`src/logic/smc_pkg.sv`:
```
// Package: register map, field positions and timing constants of the standby mode control
package smc_pkg;
	localparam logic [19:0] SMC_ADDR_CLK_OPT = 20'h40150;
	localparam logic [19:0] SMC_ADDR_WAKE_DLY = 20'h40154;
	localparam logic [19:0] SMC_ADDR_STATUS = 20'h40158;
	localparam int SMC_BIT_DEEP_HALT_SEL = 3;
	localparam logic [7:0] SMC_CLK_OPT_RST = 8'h00;
	localparam logic [7:0] SMC_CLK_OPT_MASK = 8'h08;
	localparam int SMC_CLK_HZ = 200_000_000;
	localparam int SMC_SETTLE_MS = 10;
	localparam int SMC_SETTLE_CYC = SMC_SETTLE_MS * (SMC_CLK_HZ / 1000);
	localparam logic [1:0] SMC_AXI_OKAY = 2'h0;
	localparam logic [1:0] SMC_AXI_SLVERR = 2'h2;
	typedef enum logic [2:0]
	{
		SMC_RUN = 3'b000,
		SMC_DRAIN = 3'b001,
		SMC_HALT = 3'b010,
		SMC_DEEP = 3'b011,
		SMC_SLEEP = 3'b100,
		SMC_SETTLE = 3'b101
	} smc_state_t;
endpackage : smc_pkg

```
`src/logic/smc_standby_ctrl.sv`:
```
// Standby mode controller: halt, deep halt, sleep, wake, test high impedance and debug clocking
//
// Design decision made here: the AXI4-Lite interface to the registers.
`timescale 1ns/10ps
module smc_standby_ctrl
	import smc_pkg::*;
#(
	parameter int SETTLE_CYC_MAX = SMC_SETTLE_CYC
)
(
	// Clock and reset
	input wire logic clk_sys_in,
	input wire logic rst_in,
	// AXI4-Lite write channels
	input wire logic [31:0] s_axi_awaddr_in,
	input wire logic s_axi_awvalid_in,
	output logic s_axi_awready_out,
	input wire logic [31:0] s_axi_wdata_in,
	input wire logic [3:0] s_axi_wstrb_in,
	input wire logic s_axi_wvalid_in,
	output logic s_axi_wready_out,
	output logic [1:0] s_axi_bresp_out,
	output logic s_axi_bvalid_out,
	input wire logic s_axi_bready_in,
	// AXI4-Lite read channels
	input wire logic [31:0] s_axi_araddr_in,
	input wire logic s_axi_arvalid_in,
	output logic s_axi_arready_out,
	output logic [31:0] s_axi_rdata_out,
	output logic [1:0] s_axi_rresp_out,
	output logic s_axi_rvalid_out,
	input wire logic s_axi_rready_in,
	// Core CPU side
	input wire logic halt_exec_in,
	input wire logic sleep_exec_in,
	input wire logic interrupt_accept_flag_in,
	input wire logic irq_level_ok_in,
	input wire logic debug_mode_in,
	input wire logic area2_access_in,
	output logic cpu_run_out,
	output logic trap_request_out,
	output logic area2_allow_out,
	// Interrupt sources
	input wire logic nmi_in,
	input wire logic irq_periph_in,
	input wire logic irq_clock_timer_in,
	input wire logic irq_external_in,
	// Bus control unit
	input wire logic bus_cycle_busy_in,
	output logic bus_ctrl_run_out,
	output logic chip_enable_block_out,
	output logic bus_clock_en_out,
	output logic dram_refresh_en_out,
	output logic dma_run_out,
	// Clocks and peripherals
	output logic fast_osc_en_out,
	output logic slow_osc_en_out,
	output logic clock_timer_run_out,
	output logic periph_run_out,
	output logic cpu_clk_fast_sel_out,
	output logic state_hold_out,
	// Test pins, sampled from outside
	input wire logic test_mode_input_a_in,
	input wire logic test_mode_input_b_in,
	input wire logic test_mode_hiz_input_in,
	input wire logic reset_pin_n_in,
	output logic pin_hiz_out,
	output logic pullup_en_out
);
	import smc_pkg::*;

	////////////////////////////////////////////////////////////////////////////
	// Pin synchronisers
	logic [3:0] pin_s1_q;
	logic [3:0] pin_s2_q;
	logic hiz_prev_q;
	logic hiz_mode_q;
	always_ff @(posedge clk_sys_in or posedge rst_in)
	begin
		if (rst_in)
		begin
			pin_s1_q <= 4'hF;
			pin_s2_q <= 4'hF;
		end
		else
		begin
			pin_s1_q <= {reset_pin_n_in, test_mode_hiz_input_in, test_mode_input_b_in, test_mode_input_a_in};
			pin_s2_q <= pin_s1_q;
		end
	end
	wire reset_pin_n_s = pin_s2_q[3];
	wire hiz_s = pin_s2_q[2];
	// Falling edge of the hiz input while reset pin low arms the float
	wire hiz_fall = hiz_prev_q & ~hiz_s;
	wire hiz_d = ~reset_pin_n_s & ~hiz_s & (hiz_mode_q | hiz_fall);
	always_ff @(posedge clk_sys_in or posedge rst_in)
	begin
		if (rst_in)
		begin
			hiz_prev_q <= 1'b1;
			hiz_mode_q <= 1'b0;
		end
		else
		begin
			hiz_prev_q <= hiz_s;
			hiz_mode_q <= hiz_d;
		end
	end

	////////////////////////////////////////////////////////////////////////////
	// Registers
	logic [7:0] clk_opt_q;
	logic [31:0] settle_cyc_q;
	logic bvalid_q;
	logic [1:0] bresp_q;
	logic rvalid_q;
	logic [1:0] rresp_q;
	logic [31:0] rdata_q;
	logic wake_pend_q;
	logic trap_q;
	logic [31:0] settle_cnt_q;
	smc_state_t state_q;
	smc_state_t state_d;

	function automatic logic addr_is(input logic [31:0] a, input logic [19:0] r);
		addr_is = (a[31:20] == 12'h000) && (a[19:2] == r[19:2]);
	endfunction : addr_is

	// Standby states in which the CPU is stopped; SMC_DRAIN also stops it but is not counted here
	function automatic logic is_standby(input smc_state_t s);
		is_standby = (s == SMC_HALT) || (s == SMC_DEEP) || (s == SMC_SLEEP) || (s == SMC_SETTLE);
	endfunction : is_standby

	// States that stop the bus clock, refresh and DMA
	function automatic logic is_bus_stop(input smc_state_t s);
		is_bus_stop = (s == SMC_DEEP) || (s == SMC_SLEEP) || (s == SMC_SETTLE);
	endfunction : is_bus_stop

	////////////////////////////////////////////////////////////////////////////
	// AXI4-Lite slave: write taken when address and data are both present
	wire wr_fire = s_axi_awvalid_in & s_axi_wvalid_in & ~bvalid_q;
	wire wr_opt = addr_is(s_axi_awaddr_in, SMC_ADDR_CLK_OPT);
	wire wr_dly = addr_is(s_axi_awaddr_in, SMC_ADDR_WAKE_DLY);
	wire wr_ok = wr_opt | wr_dly | addr_is(s_axi_awaddr_in, SMC_ADDR_STATUS);
	wire rd_fire = s_axi_arvalid_in & ~rvalid_q;
	wire rd_opt = addr_is(s_axi_araddr_in, SMC_ADDR_CLK_OPT);
	wire rd_dly = addr_is(s_axi_araddr_in, SMC_ADDR_WAKE_DLY);
	wire rd_sts = addr_is(s_axi_araddr_in, SMC_ADDR_STATUS);
	wire [31:0] status_word = {24'h000000, wake_pend_q, hiz_mode_q, debug_mode_in, 2'b00, state_q};
	wire [31:0] rd_mux = rd_opt ? {24'h000000, clk_opt_q} : rd_dly ? settle_cyc_q : rd_sts ? status_word : 32'h0;
	assign s_axi_awready_out = wr_fire;
	assign s_axi_wready_out = wr_fire;
	assign s_axi_arready_out = rd_fire;
	assign s_axi_bvalid_out = bvalid_q;
	assign s_axi_bresp_out = bresp_q;
	assign s_axi_rvalid_out = rvalid_q;
	assign s_axi_rresp_out = rresp_q;
	assign s_axi_rdata_out = rdata_q;

	// Clock option register: only the deep-halt select bit is kept
	always_ff @(posedge clk_sys_in or posedge rst_in)
	begin
		if (rst_in)
			clk_opt_q <= SMC_CLK_OPT_RST;
		else if (wr_fire && wr_opt && s_axi_wstrb_in[0])
			clk_opt_q <= s_axi_wdata_in[7:0] & SMC_CLK_OPT_MASK;
	end

	// Settle interval in clock cycles, written byte by byte
	always_ff @(posedge clk_sys_in or posedge rst_in)
	begin
		if (rst_in)
			settle_cyc_q <= 32'h0;
		else if (wr_fire && wr_dly)
		begin
			for (int i = 0; i < 4; i++)
				if (s_axi_wstrb_in[i])
					settle_cyc_q[i*8 +: 8] <= s_axi_wdata_in[i*8 +: 8];
		end
	end

	// Write response stands until the master takes it
	always_ff @(posedge clk_sys_in or posedge rst_in)
	begin
		if (rst_in)
		begin
			bvalid_q <= 1'b0;
			bresp_q <= SMC_AXI_OKAY;
		end
		else if (wr_fire)
		begin
			bvalid_q <= 1'b1;
			bresp_q <= wr_ok ? SMC_AXI_OKAY : SMC_AXI_SLVERR;
		end
		else if (s_axi_bready_in)
			bvalid_q <= 1'b0;
	end

	// Read data and response stand until the master takes them
	always_ff @(posedge clk_sys_in or posedge rst_in)
	begin
		if (rst_in)
		begin
			rvalid_q <= 1'b0;
			rresp_q <= SMC_AXI_OKAY;
			rdata_q <= 32'h0;
		end
		else if (rd_fire)
		begin
			rvalid_q <= 1'b1;
			rresp_q <= (rd_opt | rd_dly | rd_sts) ? SMC_AXI_OKAY : SMC_AXI_SLVERR;
			rdata_q <= rd_mux;
		end
		else if (s_axi_rready_in)
			rvalid_q <= 1'b0;
	end

	////////////////////////////////////////////////////////////////////////////
	// Wake qualification
	wire accept_ok = interrupt_accept_flag_in & irq_level_ok_in;
	wire halt_wake = nmi_in | (accept_ok & (irq_periph_in | irq_clock_timer_in | irq_external_in));
	wire sleep_wake = nmi_in | (accept_ok & (irq_clock_timer_in | irq_external_in));
	wire deep_sel = clk_opt_q[SMC_BIT_DEEP_HALT_SEL];
	logic sleep_req_q;
	wire [31:0] settle_lim = (settle_cyc_q > SETTLE_CYC_MAX) ? 32'(SETTLE_CYC_MAX) : settle_cyc_q;
	wire settle_done = settle_cnt_q >= settle_lim;
	wire pend_wake = sleep_req_q ? sleep_wake : halt_wake;

	////////////////////////////////////////////////////////////////////////////
	// Standby state machine
	always_comb
	begin
		state_d = state_q;
		case (state_q)
			SMC_RUN:
				if (halt_exec_in | sleep_exec_in)
					state_d = SMC_DRAIN;
			SMC_DRAIN:
				if (!bus_cycle_busy_in)
					state_d = sleep_req_q ? SMC_SLEEP : deep_sel ? SMC_DEEP : SMC_HALT;
			SMC_HALT:
				if (halt_wake | wake_pend_q)
					state_d = SMC_RUN;
			SMC_DEEP:
				if (halt_wake | wake_pend_q)
					state_d = SMC_RUN;
			SMC_SLEEP:
				if (sleep_wake | wake_pend_q)
					state_d = SMC_SETTLE;
			SMC_SETTLE:
				if (settle_done)
					state_d = SMC_RUN;
			default:
				state_d = SMC_RUN;
		endcase
	end

	wire wake_edge = is_standby(state_q) && (state_q != SMC_SETTLE) && (state_d != state_q);
	wire settle_exit = (state_q == SMC_SETTLE) && settle_done;

	always_ff @(posedge clk_sys_in or posedge rst_in)
	begin
		if (rst_in)
			state_q <= SMC_RUN;
		else
			state_q <= state_d;
	end

	// Sleep or halt is remembered from the instruction that began standby
	always_ff @(posedge clk_sys_in or posedge rst_in)
	begin
		if (rst_in)
			sleep_req_q <= 1'b0;
		else if (state_q == SMC_RUN)
			sleep_req_q <= sleep_exec_in & ~halt_exec_in;
	end

	// Wake seen while the bus drains is kept until standby is reached
	always_ff @(posedge clk_sys_in or posedge rst_in)
	begin
		if (rst_in)
			wake_pend_q <= 1'b0;
		else if (state_q == SMC_DRAIN && pend_wake)
			wake_pend_q <= 1'b1;
		else if (state_q != SMC_DRAIN)
			wake_pend_q <= 1'b0;
	end

	// One-cycle trap request as the CPU restarts
	always_ff @(posedge clk_sys_in or posedge rst_in)
	begin
		if (rst_in)
			trap_q <= 1'b0;
		else
			trap_q <= (wake_edge && state_d == SMC_RUN) | settle_exit;
	end

	// Settle counter runs only while waiting for the fast oscillator
	always_ff @(posedge clk_sys_in or posedge rst_in)
	begin
		if (rst_in)
			settle_cnt_q <= 32'h0;
		else
			settle_cnt_q <= (state_q == SMC_SETTLE) ? settle_cnt_q + 32'h1 : 32'h0;
	end

	////////////////////////////////////////////////////////////////////////////
	// Clock, bus and pin controls
	wire in_sleep = state_q == SMC_SLEEP;
	wire standby = is_standby(state_q);
	wire bus_stop = is_bus_stop(state_q);
	assign cpu_run_out = (state_q == SMC_RUN);
	assign trap_request_out = trap_q;
	assign area2_allow_out = debug_mode_in & area2_access_in;
	assign bus_ctrl_run_out = ~bus_stop & ~hiz_mode_q;
	assign chip_enable_block_out = standby;
	assign bus_clock_en_out = ~bus_stop;
	assign dram_refresh_en_out = ~bus_stop & ~debug_mode_in;
	assign dma_run_out = ~bus_stop & ~debug_mode_in;
	assign fast_osc_en_out = ~in_sleep & ~hiz_mode_q;
	assign slow_osc_en_out = ~hiz_mode_q;
	assign clock_timer_run_out = ~debug_mode_in;
	assign periph_run_out = ~in_sleep & ~(state_q == SMC_SETTLE) & ~debug_mode_in;
	// CPU runs from the fast oscillator whenever it runs outside high impedance mode, so sleep exit resumes on it
	assign cpu_clk_fast_sel_out = ~in_sleep & ~hiz_mode_q;
	assign state_hold_out = standby;
	assign pin_hiz_out = hiz_mode_q;
	assign pullup_en_out = ~hiz_mode_q;
endmodule : smc_standby_ctrl

```
`config.mk`:
```
export PLATFORM = sky130hd
export DESIGN_NAME = smc_standby_ctrl
export DESIGN_NICKNAME = d
export VERILOG_FILES = /design/src/logic/smc_pkg.sv /design/src/logic/smc_standby_ctrl.sv
export SDC_FILE = /design/constraint.sdc
export NUM_CORES = 1
export LEC_CHECK = 0
export ABC_AREA = 1
export BUFFER_PORTS_ARGS = -buffer_cell sky130_fd_sc_hd__buf_2
export CAP_MARGIN = 0
export CORE_ASPECT_RATIO = 1.1
export CORE_MARGIN = 2
export CORE_UTILIZATION = 59
export CTS_BUF_LIST = sky130_fd_sc_hd__clkbuf_4
export DETAILED_ROUTE_END_ITERATION = 10
export PLACE_DENSITY = 0.85
export SYNTH_ARGS = -nofsm -noshare
export SYNTH_HDL_FRONTEND = slang
export SYNTH_SLANG_ARGS = --single-unit
```
`constraint.sdc`:
```
create_clock -name clk_sys_in -period 5.8 [get_ports clk_sys_in]
set_clock_uncertainty 0.2 [all_clocks]
set_input_delay 0.87 -clock clk_sys_in [delete_from_list [all_inputs] [get_ports clk_sys_in]]
set_output_delay 0.87 -clock clk_sys_in [all_outputs]
set_load 0.02 [all_outputs]
```
==> impl_metrics.py <==
metrics = {
    "run_status": {
        "outcome": "complete, no violations",
    },
    "hold_path": {
        "min_delay_worst_endpoint": "pin_s2_q[3]$_DFF_PP1_",
        "whs_path_depth": 0,
        "hp-class": "reg2reg",
        "hold_start": "pin_s1_q[3]$_DFF_PP1_",
    },
    "global_route": {
        "grt-ovfl-total": 0,
        "antenna_found_initial": 0,
        "grt_pass1_wl_um": 27740,
        "grtUsageTotal": 0.2916,
        "grt_pass1_vias": 6059,
        "grt_max_degree": 80,
    },
    "placement": {
        "routabilityCongestion": 0.9493,
        "hpwl_um": 12810,
        "io_buffers": 170,
        "preCtsSetupSlack_ns": 2.485,
    },
    "yosys": {
        "ys_async_sr_fraction": 1.000,
        "synth_ff_type": "dfrtp_1",
        "netlist_area_um2": 6524,
        "ys_seq_area_frac": 0.4344,
        "synth.distinct_cells": 43,
        "syn_avg_cell_area_um2": 7.595,
        "synth_edf_count": 0,
        "syn_inst": 859,
        "ys_ff_latch": 113,
        "ys_warn_count": 0,
    },
    "sta": {
        "setup_viol": 0,
        "max_slew_margin": 0.3704,
        "tightestPinTransition_ns": 0.9444,
        "min_period_ns": 3.849,
        "min_period_over_period": 0.6637,
        "finalSetupTns_ns": 0,
        "fmax_mhz": 259.8,
        "maxSlewViolCount": 0,
        "layout_setup_ws_ns": 1.951,
        "finalHoldViolCount": 0,
        "rsz0062_at_grt": "false",
    },
    "routing": {
        "post_drt_via_cell_ratio": 5.314,
        "first_iter_violations": 330,
        "ant_nets": 0,
        "wirelength_um": 16600,
        "first_pass_iters": 6,
        "drt-wirelength-per-cell_um": 13.87,
        "num_vias": 6361,
        "drc": 0,
    },
    "floorplan": {
        "die_x_um": 104.3,
        "start_util": 0.6007,
        "core-area_um2": 10860,
        "ioPinCount": 179,
        "die-height_um": 114.3,
        "rows": 40,
        "dieArea_um2": 11920,
    },
    "layout": {
        "fin_nets": 1192,
        "drive_above_1_share": 0.2190,
        "area_growth_pct": 19.51,
        "antennaDiodeCount": 0,
        "final_core_util": 0.7179,
        "fillers": 915,
    },
    "clock_tree": {
        "numClockSinks": 113,
        "post-cts-setup-buffers": 0,
        "clkLatencyLatePin_ns": 0.54,
        "cts_tree": "done",
        "clock-root-buffer": "clkbuf_4",
        "cts_resized": 0,
        "h-tree-depth": 4,
        "postCtsHoldBufs": 0,
        "clock_path_buffers": 2,
        "cts_buffers": 17,
        "clk_pin_slew_ns": 0.12,
    },
    "critical_path": {
        "path_class": "reg2out",
        "crit_family": "buffers and inverters",
        "r2r_end": "trap_request_out$_DFF_PP0_",
        "slowest_stage": "clkinv_1",
        "crit_fanout": 19,
        "cp.required_ns": 4.73,
        "reg2reg_slack_ns": 2.51,
        "crit_chain": "inv_1 -> nor3_4 -> clkinv_1 -> nand2_1 -> buf_2",
        "cp-end-kind": "output pin",
        "cp.depth": 5,
        "startpoint_type": "flip-flop",
        "ff2ff_path_depth": 18,
        "cp_data_arrival_time_ns": 2.78,
        "path_buf_inv": 3,
        "r2r-start": "settle_cyc_q[12]$_DFFE_PP0P_",
        "slowest_delay_ns": 0.69,
    },
    "power": {
        "leakagePower_nw": 4.187,
        "pwr-share-comb": 0.183,
        "netSwitchingPower_mw": 0.6027,
        "clockPowerShare": 0.348,
        "seq_power_share": 0.470,
        "powerDensity_nw_per_um2": 230.2,
        "switching_share": 0.3358,
        "p_int_mw": 1.192,
        "peakVddDrop_v": 0.0001367,
    },
    "flow_run": {
        "drv_cap": 0,
    },
}
==> cell usage after synthesis (4+ instances only) <==
| master | number | area share |
|---|---|---|
| nand2_1 | 251 | 0.14 |
| dfrtp_1 | 108 | 0.41 |
| nor2_1 | 99 | 0.057 |
| inv_1 | 95 | 0.055 |
| nand4_1 | 55 | 0.053 |
| a21oi_1 | 44 | 0.034 |
| nand3_1 | 38 | 0.029 |
| ha_1 | 33 | 0.063 |
| o21ai_0 | 33 | 0.025 |
| nor3_1 | 14 | 0.011 |
| clkbuf_1 | 11 | 0.0063 |
| xor2_1 | 9 | 0.012 |
| buf_4 | 8 | 0.0092 |
| nor4_1 | 7 | 0.0067 |
| buf_2 | 6 | 0.0046 |
| dfstp_2 | 5 | 0.020 |
| o21a_1 | 4 | 0.0046 |
==> sequential cells by signal, summed over array words and instances, names as in the netlist <==
register and cells:
wake_pend_q 1, settle_cyc_q 32, s_axi_rdata_out 32, s_axi_bresp_out 1, pin_s2_q 2, hiz_prev_q 1, pin_hiz_out 1, s_axi_rvalid_out 1
trap_request_out 1, sleep_req_q 1, settle_cnt_q 32, state_q 3, s_axi_rresp_out 1, pin_s1_q 2, clk_opt_q 1, s_axi_bvalid_out 1
==> worst reg2reg max path, delay by kind of cell, from the launching register on <==
family / cells / cell delay [ns]
adders and majority gates: 1 / 0.29
DFF: 1 / 0.46
buffers and inverters: 1 / 0.04
and+or+nand+nor: 16 / 2.17
==> metal layers <==
metal | up-vias | track usage | share of wire
li1 | 3163 | - | -
met1 | 2937 | 0.3650 | 0.42
met2 | 215 | 0.4993 | 0.50
met3 | 46 | 0.05464 | 0.053
met4 | 0 | 0.1234 | 0.027
met5 | - | 0 | 0
==> how the worst max path moves through the flow <==
stage / to / slack (ns) / start
3_5_place_dp: chip_enable_block_out / 2.48 / state_q[2]$_DFF_PP0_
5_1_grt: chip_enable_block_out / 1.67 / state_q[2]$_DFF_PP0_
4_1_cts: chip_enable_block_out / 1.88 / state_q[2]$_DFF_PP0_
2_1_floorplan: clk_opt_q[3]$_DFFE_PP0P_ / 1.75 / rst_in
3_3_place_gp: chip_enable_block_out / 2.55 / state_q[2]$_DFF_PP0_
6_report: chip_enable_block_out / 1.95 / state_q[2]$_DFF_PP0_
==> power groups by stage <==
| stage | combinational (mW) | clock [mW] | sequential [mW] |
|---|---|---|---|
| after global routing | 0.368 | 0.663 | 0.847 |
| after CTS | 0.330 | 0.635 | 0.842 |
| after floorplan | 0.220 | 0 | 0.858 |
| after detailed placement | 0.329 | 0 | 0.856 |
| after global placement | 0.323 | 0 | 0.856 |
| final | 0.328 | 0.624 | 0.843 |
==> cells by family (layout without fill, tap and decap cells) <==
logic type	after synthesis	count (layout)	share of synthesized area
AND/OR/NAND/NOR	487	487	0.3356
XOR/XNOR	10	10	0.01343
flip-flops	113	113	0.4344
adder cells (fa/ha/maj)	33	33	0.06329
AO/OA/AOI/OAI	91	91	0.07441
other	2	13	0.001151
buffers and inverters	123	303	0.07767
==> through the flow <==
step | area [µm²] | total power, mW | hold slack, ns | cells
CTS | 7796 | 1.807 | 0.1591 | 1197
global route | 7796 | 1.877 | 0.1641 | 1197
detailed placement | 7496 | 1.186 | 0.1488 | 1165
finish | 7796 | 1.795 | 0.1591 | 1197
floorplan | 6565 | 1.078 | 0.1452 | 870
global placement | 7496 | 1.180 | 0.1499 | 1165
==> cell usage in the layout (no fill, tap or decap), drive strengths merged, types with 4 or more instances in the layout <==
master	n
nand2	253
buf	174
dfrtp	108
nor2	104
inv	103
nand4	56
a21oi	44
nand3	41
o21ai	34
ha	33
nor3	18
clkbuf	17
conb	13
xor2	9
nor4	8
dfstp	5
clkinv	5
o21a	4
==> layout make-up <==
type | count | area, µm² | area share
Clock buffer | 17 | 127.6 | 0.01637
Tap cell | 147 | 183.9 | 0.02359
Timing Repair Buffer | 174 | 880.8 | 0.1130
Clock inverter | 15 | 172.7 | 0.02215
Sequential cell | 113 | 2834 | 0.3635
Inverter | 97 | 366.6 | 0.04702
Multi-Input combinational cell | 634 | 3231 | 0.4144
Note: power is estimated with default switching activity, not from simulation.
